===== src/pkg/asr_defs.svh =====
// Register offsets, field positions, reset values and sample counts
// for the asynchronous serial receiver. Included by bare name.
`ifndef ASR_DEFS_SVH
`define ASR_DEFS_SVH
`define ASR_OFF_DIV_LO 8'h00
`define ASR_OFF_DIV_HI 8'h04
`define ASR_OFF_RXSTAT 8'h08
`define ASR_OFF_RXDATA 8'h0C
`define ASR_OFF_CFG 8'h10
`define ASR_OFF_EV_STAT 8'h14
`define ASR_OFF_EV_CLR 8'h18
`define ASR_OFF_EV_EN 8'h1C
`define ASR_OFF_INTCTL 8'h20
`define ASR_RS_SERIAL_PORT_ENABLE 7
`define ASR_RS_NINE 6
`define ASR_RS_CONTINUOUS_RECEIVE_ENABLE 4
`define ASR_RS_ADDRESS_DETECT_ENABLE 3
`define ASR_RS_WMASK 8'hD8
`define ASR_CF_SYNC 4
`define ASR_CF_WIDE 3
`define ASR_CF_HS 2
`define ASR_CF_PRIO 0
`define ASR_CF_WMASK 8'h1D
`define ASR_EV_RXC 0
`define ASR_EV_FRAMING_ERROR_FLAG 1
`define ASR_EV_OVERRUN_ERROR_FLAG 2
`define ASR_IC_GIE 7
`define ASR_IC_PERIPHERAL_INTERRUPT_ENABLE 6
`define ASR_IC_WMASK 8'hC0
`define ASR_RST_BYTE 8'h00
`define ASR_RST_CFG 8'h01
`define ASR_OS_MID 4'h7
`define ASR_OS_LAST 4'hF
`define ASR_PRE_SLOW 2'h3
`define ASR_LAST_BIT8 4'h7
`define ASR_LAST_BIT9 4'h8
`endif


===== src/pkg/asr_pkg.sv =====
// Types shared by the serial receiver modules.
// Assumes nothing beyond a SystemVerilog compiler.
package asr_pkg;
   typedef enum logic [3:0] {
      ASR_IDLE = 4'h1,
      ASR_START = 4'h2,
      ASR_DATA = 4'h4,
      ASR_STOP = 4'h8
   } asr_state_t;
   typedef struct packed {
      logic hs;
      logic wide;
      logic [15:0] div;
   } asr_baud_t;
   typedef struct packed {
      logic [8:0] data;
      logic framing_error_flag;
   } asr_char_t;
endpackage


===== src/rtl/asr_baud_gen.sv =====
// Baud divider producing the x16 oversampling strobe.
// Assumes divisor and mode bits are held steady while running.
`timescale 1ns/1ps
`include "asr_defs.svh"
module asr_baud_gen (
   input wire logic clk_i, // System clock
   input wire logic rst_i, // Sync reset, active high
   input wire logic run_i, // Port enabled
   input wire asr_pkg::asr_baud_t cfg_i, // Divisor and scaling
   output logic os_tick_o // One-cycle x16 sample strobe
);
   logic [1:0] pre_reg;
   logic [15:0] cnt_reg;
   logic pre_done;
   logic [15:0] n_eff;

   // Slow mode divides by 64 per bit: prescale by four
   assign pre_done = (cfg_i.hs || cfg_i.wide) ? 1'b1 :
                     (pre_reg == `ASR_PRE_SLOW); // RQ3
   // Narrow mode uses the low divisor byte only
   assign n_eff = cfg_i.wide ? cfg_i.div :
                  {8'h00, cfg_i.div[7:0]}; // RQ3

   always_ff @(posedge clk_i) begin
      if (rst_i || !run_i || pre_done) begin
         pre_reg <= 2'h0;
      end else begin
         pre_reg <= pre_reg + 2'h1;
      end
   end

   always_ff @(posedge clk_i) begin
      if (rst_i || !run_i) begin
         cnt_reg <= 16'h0000;
      end else if (pre_done) begin
         if (cnt_reg == 16'h0000) begin
            cnt_reg <= n_eff; // RQ3
         end else begin
            cnt_reg <= cnt_reg - 16'h0001;
         end
      end
   end

   always_ff @(posedge clk_i) begin
      if (rst_i) begin
         os_tick_o <= 1'b0;
      end else begin
         os_tick_o <= run_i && pre_done && (cnt_reg == 16'h0000); // RQ1
      end
   end
endmodule // asr_baud_gen


===== src/rtl/asr_rx_shift.sv =====
// Oversampled data recovery and bit-rate receive shifter.
// Assumes a one-cycle x16 strobe and a line synchronous to clk_i.
`timescale 1ns/1ps
`include "asr_defs.svh"
module asr_rx_shift (
   input wire logic clk_i, // System clock
   input wire logic rst_i, // Sync reset, active high
   input wire logic en_i, // Reception allowed
   input wire logic os_tick_i, // x16 sample strobe
   input wire logic rxd_i, // Serial line, idle high
   input wire logic nine_i, // Nine data bits per character
   output logic done_o, // One-cycle character complete
   output asr_pkg::asr_char_t char_o // Data and stop-bit error
);
   asr_pkg::asr_state_t state_reg;
   logic [3:0] os_reg;
   logic [3:0] bit_reg;
   logic [8:0] sh_reg;
   logic [3:0] last_bit;
   logic at_mid;
   logic at_end;

   assign last_bit = nine_i ? `ASR_LAST_BIT9 : `ASR_LAST_BIT8; // RQ5
   assign at_mid = os_tick_i && (os_reg == `ASR_OS_MID);
   assign at_end = os_tick_i && (os_reg == `ASR_OS_LAST);

   // Dropping the enable aborts a half-received character
   always_ff @(posedge clk_i) begin
      if (rst_i || !en_i) begin
         state_reg <= asr_pkg::ASR_IDLE;
         os_reg <= 4'h0;
         bit_reg <= 4'h0;
      end else begin
         if (os_tick_i) begin
            os_reg <= os_reg + 4'h1;
         end
         case (state_reg)
            asr_pkg::ASR_IDLE: begin
               os_reg <= 4'h0;
               if (os_tick_i && !rxd_i) begin
                  state_reg <= asr_pkg::ASR_START; // RQ17
               end
            end
            asr_pkg::ASR_START: begin
               if (at_mid) begin
                  os_reg <= 4'h0;
                  bit_reg <= 4'h0;
                  // Glitch shorter than half a bit is not a start
                  state_reg <= rxd_i ? asr_pkg::ASR_IDLE :
                               asr_pkg::ASR_DATA; // RQ1
               end
            end
            asr_pkg::ASR_DATA: begin
               if (at_end) begin
                  bit_reg <= bit_reg + 4'h1; // RQ2
                  if (bit_reg == last_bit) begin
                     state_reg <= asr_pkg::ASR_STOP; // RQ5
                  end
               end
            end
            asr_pkg::ASR_STOP: begin
               if (at_end) begin
                  state_reg <= asr_pkg::ASR_IDLE;
               end
            end
            default: begin
               state_reg <= asr_pkg::ASR_IDLE;
            end
         endcase
      end
   end

   // One bit per bit period, least significant first
   always_ff @(posedge clk_i) begin
      if (rst_i) begin
         sh_reg <= 9'h000;
      end else if (state_reg == asr_pkg::ASR_DATA && at_end) begin
         sh_reg <= {rxd_i, sh_reg[8:1]}; // RQ2 RQ17
      end
   end

   always_ff @(posedge clk_i) begin
      if (rst_i) begin
         done_o <= 1'b0;
         char_o <= '0;
      end else begin
         done_o <= en_i && state_reg == asr_pkg::ASR_STOP && at_end;
         if (state_reg == asr_pkg::ASR_STOP && at_end) begin
            char_o.data <= nine_i ? sh_reg : {1'b0, sh_reg[8:1]}; // RQ5
            char_o.framing_error_flag <= !rxd_i; // RQ16
         end
      end
   end
endmodule // asr_rx_shift


===== src/rtl/asr_top.sv =====
// Asynchronous serial receiver with a classic Wishbone register slave.
// Assumes a synchronous receive line and a 32-bit classic bus master.
// Operation
// RQ1: Recover data sampling at sixteen times baud
// RQ2: Shift one recovered bit per bit period
// RQ3: Bit rate from divisor, speed and width
// RQ4: Asynchronous when port enabled, sync clear
// RQ5: Nine data bits if enabled, else eight
// RQ6: Accept characters only while receive enabled
// RQ7: Completion sets flag; interrupt only if enabled
// RQ8: Ninth bit and errors readable in status
// RQ9: Low eight bits readable in data register
// RQ10: Clearing receive enable clears latched errors
// RQ11: Interrupt needs global and peripheral enables
// RQ12: Address filtering when detect and nine set
// RQ13: Without detect, load every character, flag each
// RQ14: Priority bit routes interrupt high or low
// RQ15: Detect mode keeps only ninth-bit-one characters
// RQ16: Low stop is framing error; full is overrun
// RQ17: Sender frames start low, LSB first, stop high
//
// Chosen here: the address map and the Wishbone register port.
`timescale 1ns/1ps
`include "asr_defs.svh"
module asr_top (
   input wire logic clk_i, // System clock, 125 MHz
   input wire logic rst_i, // Sync reset, active high
   input wire logic wb_cyc_i, // Bus cycle
   input wire logic wb_stb_i, // Bus strobe
   input wire logic wb_we_i, // Write enable
   input wire logic [7:0] wb_adr_i, // Byte address
   input wire logic [3:0] wb_sel_i, // Byte lanes
   input wire logic [31:0] wb_dat_i, // Write data
   output logic [31:0] wb_dat_o, // Read data
   output logic wb_ack_o, // Bus acknowledge
   input wire logic serial_receive_pin_i, // Receive line
   output logic irq_high_o, // High-priority interrupt
   output logic irq_low_o // Low-priority interrupt
);
   logic [7:0] div_lo_reg;
   logic [7:0] div_hi_reg;
   logic [7:0] rs_ctl_reg;
   logic [7:0] cfg_reg;
   logic [7:0] intctl_reg;
   logic [7:0] rdata_reg;
   logic received_ninth_bit_reg;
   logic framing_error_flag_reg;
   logic overrun_error_flag_reg;
   logic full_reg;
   logic [2:0] ev_stat_reg;
   logic [2:0] ev_stat_next;
   logic [2:0] ev_en_reg;
   logic [2:0] ev_set;
   logic [2:0] ev_clr;
   logic [7:0] rd_byte;
   logic acc;
   logic wr;
   logic pop;
   logic serial_port_enable;
   logic nine;
   logic continuous_receive_enable;
   logic address_detect_enable;
   logic async_on;
   logic rx_en;
   logic os_tick;
   logic rx_done;
   logic keep;
   logic load;
   logic overrun;
   logic pend;
   asr_pkg::asr_baud_t baud_cfg;
   asr_pkg::asr_char_t rx_char;

   assign serial_port_enable = rs_ctl_reg[`ASR_RS_SERIAL_PORT_ENABLE];
   assign nine = rs_ctl_reg[`ASR_RS_NINE];
   assign continuous_receive_enable = rs_ctl_reg[`ASR_RS_CONTINUOUS_RECEIVE_ENABLE];
   assign address_detect_enable = rs_ctl_reg[`ASR_RS_ADDRESS_DETECT_ENABLE];
   assign async_on = serial_port_enable && !cfg_reg[`ASR_CF_SYNC]; // RQ4
   // Overrun stalls reception until software clears the enable
   assign rx_en = async_on && continuous_receive_enable && !overrun_error_flag_reg; // RQ6 RQ16
   assign baud_cfg = {cfg_reg[`ASR_CF_HS], cfg_reg[`ASR_CF_WIDE],
                      div_hi_reg, div_lo_reg}; // RQ3

   asr_baud_gen u_baud (
      .clk_i(clk_i),
      .rst_i(rst_i),
      .run_i(async_on),
      .cfg_i(baud_cfg),
      .os_tick_o(os_tick)
   );

   asr_rx_shift u_shift (
      .clk_i(clk_i),
      .rst_i(rst_i),
      .en_i(rx_en),
      .os_tick_i(os_tick),
      .rxd_i(serial_receive_pin_i),
      .nine_i(nine),
      .done_o(rx_done),
      .char_o(rx_char)
   );

   // Address filter only applies together with nine-bit reception
   assign keep = !(address_detect_enable && nine) || rx_char.data[8]; // RQ12 RQ13 RQ15
   assign load = rx_done && rx_en && keep && !full_reg; // RQ13
   assign overrun = rx_done && rx_en && keep && full_reg; // RQ16

   assign acc = wb_cyc_i && wb_stb_i && !wb_ack_o;
   assign wr = acc && wb_we_i && wb_sel_i[0];
   assign pop = acc && !wb_we_i && (wb_adr_i == `ASR_OFF_RXDATA);

   always_ff @(posedge clk_i) begin
      if (rst_i) begin
         wb_ack_o <= 1'b0;
      end else begin
         wb_ack_o <= acc;
      end
   end

   always_comb begin
      case (wb_adr_i)
         `ASR_OFF_DIV_LO: rd_byte = div_lo_reg;
         `ASR_OFF_DIV_HI: rd_byte = div_hi_reg;
         `ASR_OFF_RXSTAT: rd_byte = rs_ctl_reg |
            {5'h00, framing_error_flag_reg, overrun_error_flag_reg, received_ninth_bit_reg}; // RQ8
         `ASR_OFF_RXDATA: rd_byte = rdata_reg; // RQ9
         `ASR_OFF_CFG: rd_byte = cfg_reg;
         `ASR_OFF_EV_STAT: rd_byte = {5'h00, ev_stat_reg};
         `ASR_OFF_EV_EN: rd_byte = {5'h00, ev_en_reg};
         `ASR_OFF_INTCTL: rd_byte = intctl_reg;
         default: rd_byte = 8'h00;
      endcase
   end

   always_ff @(posedge clk_i) begin
      if (rst_i) begin
         wb_dat_o <= 32'h00000000;
      end else if (acc && !wb_we_i) begin
         wb_dat_o <= {24'h000000, rd_byte};
      end
   end

   // Software-written control
   always_ff @(posedge clk_i) begin
      if (rst_i) begin
         div_lo_reg <= `ASR_RST_BYTE;
         div_hi_reg <= `ASR_RST_BYTE;
         rs_ctl_reg <= `ASR_RST_BYTE;
         cfg_reg <= `ASR_RST_CFG;
         intctl_reg <= `ASR_RST_BYTE;
         ev_en_reg <= 3'h0;
      end else if (wr) begin
         case (wb_adr_i)
            `ASR_OFF_DIV_LO: div_lo_reg <= wb_dat_i[7:0];
            `ASR_OFF_DIV_HI: div_hi_reg <= wb_dat_i[7:0];
            `ASR_OFF_RXSTAT: rs_ctl_reg <= wb_dat_i[7:0] & `ASR_RS_WMASK;
            `ASR_OFF_CFG: cfg_reg <= wb_dat_i[7:0] & `ASR_CF_WMASK;
            `ASR_OFF_INTCTL: intctl_reg <= wb_dat_i[7:0] & `ASR_IC_WMASK;
            `ASR_OFF_EV_EN: ev_en_reg <= wb_dat_i[2:0];
            default: ev_en_reg <= ev_en_reg;
         endcase
      end
   end

   // Single-entry receive buffer; a new load beats a same-cycle read
   always_ff @(posedge clk_i) begin
      if (rst_i) begin
         full_reg <= 1'b0;
      end else if (load) begin
         full_reg <= 1'b1;
      end else if (pop) begin
         full_reg <= 1'b0;
      end
   end

   always_ff @(posedge clk_i) begin
      if (rst_i) begin
         rdata_reg <= 8'h00;
         received_ninth_bit_reg <= 1'b0;
      end else if (load) begin
         rdata_reg <= rx_char.data[7:0]; // RQ9
         received_ninth_bit_reg <= rx_char.data[8]; // RQ8
      end
   end

   // Overrun holds until the receive enable is cleared; framing error is rewritten by each load
   always_ff @(posedge clk_i) begin
      if (rst_i || !continuous_receive_enable) begin
         framing_error_flag_reg <= 1'b0; // RQ10
         overrun_error_flag_reg <= 1'b0; // RQ10
      end else begin
         if (load) begin
            framing_error_flag_reg <= rx_char.framing_error_flag; // RQ16
         end
         if (overrun) begin
            overrun_error_flag_reg <= 1'b1; // RQ16
         end
      end
   end

   // Sticky events: a set in the clearing cycle survives
   assign ev_set = {overrun, load && rx_char.framing_error_flag, load}; // RQ7
   assign ev_clr = (wr && wb_adr_i == `ASR_OFF_EV_CLR) ?
                   wb_dat_i[2:0] : {2'h0, pop};
   assign ev_stat_next = (ev_stat_reg & ~ev_clr) | ev_set;

   always_ff @(posedge clk_i) begin
      if (rst_i) begin
         ev_stat_reg <= 3'h0;
      end else begin
         ev_stat_reg <= ev_stat_next;
      end
   end

   assign pend = |(ev_stat_reg & ev_en_reg) &&
                 intctl_reg[`ASR_IC_GIE] &&
                 intctl_reg[`ASR_IC_PERIPHERAL_INTERRUPT_ENABLE]; // RQ7 RQ11

   always_ff @(posedge clk_i) begin
      if (rst_i) begin
         irq_high_o <= 1'b0;
         irq_low_o <= 1'b0;
      end else begin
         irq_high_o <= pend && cfg_reg[`ASR_CF_PRIO]; // RQ14
         irq_low_o <= pend && !cfg_reg[`ASR_CF_PRIO]; // RQ14
      end
   end
endmodule // asr_top


===== config.mk =====
export PLATFORM = sky130hd
export DESIGN_NAME = asr_top
export DESIGN_NICKNAME = d
export VERILOG_FILES = /design/src/pkg/asr_pkg.sv /design/src/rtl/asr_baud_gen.sv /design/src/rtl/asr_rx_shift.sv /design/src/rtl/asr_top.sv
export VERILOG_INCLUDE_DIRS = /design/src /design/src/pkg
export SDC_FILE = /design/constraint.sdc
export NUM_CORES = 1
export LEC_CHECK = 0
export BUFFER_PORTS_ARGS = -buffer_cell sky130_fd_sc_hd__buf_2
export CAP_MARGIN = 30
export CORE_MARGIN = 3
export CORE_UTILIZATION = 45
export DETAILED_ROUTE_END_ITERATION = 6
export PLACE_DENSITY_LB_ADDON = 0.08
export SYNTH_ARGS = -nofsm -noshare
export SYNTH_HDL_FRONTEND = slang
export SYNTH_SLANG_ARGS = --single-unit

===== constraint.sdc =====
create_clock -name clk_i -period 2.6 [get_ports clk_i]
set_input_delay 0.52 -clock clk_i [delete_from_list [all_inputs] [get_ports clk_i]]
set_output_delay 0.52 -clock clk_i [all_outputs]
set_load 0.02 [all_outputs]

==> results.py <==
metrics = {
    "sta": {
        "slew-limit-headroom_pct": 58.8,
        "tightest_slew_ns": 0.612,
        "rsz0062_at_grt": "false",
        "slew_viol_final": 0,
        "clock_skew_ns": 0.00519,
        "post-route-period-util_pct": 82.5,
        "fin_setup_tns_ns": 0,
        "max_freq_ghz": 0.466,
        "fin_crit_ns": 2.14,
        "finalHoldViolations": 0,
        "setup_viol": 0,
    },
    "global_route": {
        "grt_util_met3_pct": 4.49,
        "groute.layer.met2.usage_pct": 31.2,
        "grt_pass1_wl_um": 20600,
        "grt-busiest-layer": "met2",
        "antenna_found_initial": 0,
        "gr-usage-all-layers_pct": 20.0,
        "grt_pass1_vias": 4064,
        "grt_max_degree": 32,
        "grt.overflow.total": 0,
        "met1_usage_pct": 27.4,
    },
    "yosys": {
        "synth_compound_area_share_pct": 15.1,
        "synth_cell_types": 68,
        "synth_xor_area_share_pct": 0.507,
        "syn_area_um2": 5180,
        "yosys.area_share.simple_pct": 24.5,
        "synth-edff-count": 0,
        "synth_seq_area_share_pct": 41.0,
        "synthMuxAreaShare_pct": 11.2,
        "ys.flop_type": "dfxtp_1",
        "synth_top_family_by_area": "simple AND/OR/NAND/NOR gates",
        "async_reset_ff_share_pct": 0,
        "synthCells": 613,
        "synth-adder-area-share_pct": 1.21,
        "synth_seq_cells": 106,
        "synth-warning-count": 0,
        "netlist.area_leader.share_pct": 41.0,
        "synth_top_area_cell": "dfxtp_1",
        "syn_avg_cell_area_um2": 8.45,
        "synthTopCellsByArea": "dfxtp_1 41%, mux2i_1 9.7%, nor2_1 6.6%",
    },
    "worst_setup_path": {
        "path_buf_inv": 0,
        "critical_path_required_ns": 2.83,
        "crit_chain": "nor4_1 > nand3_1 > o211ai_2 > o21ai_0 > a221o_1",
        "cp-start-kind": "flop",
        "worstSetupStartpoint": "u_baud.cnt_reg[12]",
        "critPathMaxFanout": 9,
        "ff2ff_setup_slack_ns": 0.46,
        "worstReg2RegStart": "u_baud.cnt_reg[12]",
        "endpoint": "u_baud.cnt_reg[10]",
        "r2r-end": "u_baud.cnt_reg[10]",
        "crit_family": "compound AO/OA/AOI/OAI gates",
        "worstSetupPathType": "reg -> reg",
        "cpPeakStageDelay_ns": 0.48,
        "cpMaxStageDelayCell": "o211ai_2",
        "endpoint_kind": "flop",
        "cp.depth": 5,
        "worstPathArrival_ns": 2.37,
        "ff2ff_path_depth": 5,
    },
    "clock_tree": {
        "cts_hold_buffers": 0,
        "cts_tree": "done",
        "htreeDepth": 3,
        "cts_root_buf": "clkbuf_16",
        "cts.sink_count": 106,
        "clk_latency_ns": 0.34,
        "cts.clk_slew.worst_paths_ns": 0.07,
        "cts_buffer_depth": 2,
        "cts_buffers": 9,
        "ctsResizeCount": 0,
        "cts_setup_buffers": 0,
    },
    "floorplan": {
        "core_um2": 11000,
        "start_util_pct": 47.0,
        "fp.dieW_um": 113,
        "num_rows": 38,
        "fp.dieH_um": 113,
        "dieArea_um2": 12800,
        "io_pins": 85,
    },
    "placement": {
        "gp_congestion": 0.879,
        "io_buffer_count": 33,
        "hpwl_um": 9510,
    },
    "routing": {
        "via_per_inst": 5.61,
        "wl_per_cell_um": 16.3,
        "drc": 0,
        "drt-total-wl_um": 12900,
        "postRouteAntennaNets": 0,
        "drt_iter0_drc": 232,
        "dr.pass1.iters": 5,
        "num_vias": 4430,
    },
    "layout": {
        "final_util_pct": 51.9,
        "multi_input_area_um2": 2810,
        "diodes": 0,
        "largest_reg_flops": 16,
        "nNetsFinal": 701,
        "syn_to_final_growth_pct": 10.6,
        "nFillCells": 1070,
        "layout-drive-gt1-share_pct": 13.2,
        "regArea_um2": 2120,
    },
    "power": {
        "vdd_drop_max_uv": 523,
        "cellLeakagePower_uw": 0.00216,
        "power.density_nw_per_um2": 542,
    },
    "worst_hold_path": {
        "min_path_type": "reg -> reg",
    },
    "run": {
        "max_cap_viol_count": 0,
    },
    "outcome": {
        "outcome": "complete, no violations",
    },
}
[through the flow]
step	worst slack, ns	cell area (um^2)	hold WS [ns]	instances	total power (uW)
floorplan	0.565	5270	0.399	636	1770
global placement	0.410	5440	0.409	775	1780
detailed placement	0.361	5440	0.416	775	1790
CTS	0.476	5730	0.426	790	3150
global route	0.352	5730	0.447	790	3220
finish	0.455	5730	0.421	790	3110
[area by class of cell]
class                           instances  share of cell area [%]
Tap cell                              140                    3.06
Inverter                                9                   0.590
Multi-Input combinational cell        470                    49.1
Sequential cell                       106                    37.0
Clock inverter                          5                    1.14
Clock buffer                           10                    4.00
Timing Repair Buffer                   50                    5.11
[worst min path at each step]
stage                        end               from  cells after the start  slack, ns
2_1_floorplan  u_baud.pre_reg[0]  u_baud.pre_reg[0]                      1       0.40
3_3_place_gp   u_baud.pre_reg[0]  u_baud.pre_reg[0]                      1       0.41
3_5_place_dp   u_baud.pre_reg[0]  u_baud.pre_reg[0]                      1       0.42
4_1_cts        u_baud.pre_reg[0]  u_baud.pre_reg[0]                      1       0.43
5_1_grt        u_baud.pre_reg[0]  u_baud.pre_reg[0]                      1       0.45
6_report       u_baud.pre_reg[0]  u_baud.pre_reg[0]                      1       0.42
[report_power, final]
group / switching [uW] / leakage [uW] / internal [uW]
clock network: 604 / 0.000143 / 751
registers: 0.312 / 0.000853 / 1620
logic: 98.7 / 0.00117 / 28.2
[worst register-to-register path: cells and delay by family, from the launching register on]
family,cells,cell delay (ns)
AO/OA/AOI/OAI,3,0.94
flip-flops,1,0.34
AND/OR/NAND/NOR,2,0.75
[cell usage after synthesis (2+ instances only)]
cell,count
nand2_1,71
a31oi_1,2
clkbuf_1,16
mux2i_1,50
ha_1,5
a211oi_1,8
a211o_1,2
and3_1,3
o41ai_1,2
o21ai_1,8
nor3_1,16
dfxtp_1,106
o21ai_0,24
buf_4,24
a21oi_1,46
nor2_1,91
xor2_1,2
or3_1,4
or2_1,3
nor3b_1,2
nor4_2,3
a221o_1,3
buf_2,8
o22ai_1,6
nor4_1,7
o31ai_1,2
nand3_1,19
inv_1,9
nand2b_1,5
nand3b_1,3
a22oi_1,7
a32oi_1,2
nor3_4,4
mux2_2,5
nand4_1,4
and2_1,4
a221oi_1,2
nor2b_1,5
[metal layers]
metal	wire length [um]	up-vias
li1	-	2201
met1	5940	2083
met2	6000	130
met3	759	16
met4	146	0
met5	0	-
[placed cells by master, fill, tap and decap left out, drive strengths merged, types with 6 or more instances in the layout]
| master | count |
|---|---|
| conb | 24 |
| a22oi | 8 |
| nor4 | 11 |
| inv | 10 |
| nor3 | 20 |
| nor2 | 92 |
| o21ai | 32 |
| mux2i | 50 |
| nand2 | 71 |
| clkbuf | 10 |
| a211oi | 8 |
| a21oi | 46 |
| o22ai | 6 |
| dfxtp | 106 |
| buf | 50 |
| nand3 | 19 |
[kinds of logic after synthesis]
kind of cell | count (synthesis)
flops | 106
mux | 56
fa+ha+maj | 5
xor+xnor | 3
compound gates | 126
simple gates | 256
buf+inv | 60
other cells | 1
No activity file was read; power rests on OpenSTA's default activity.
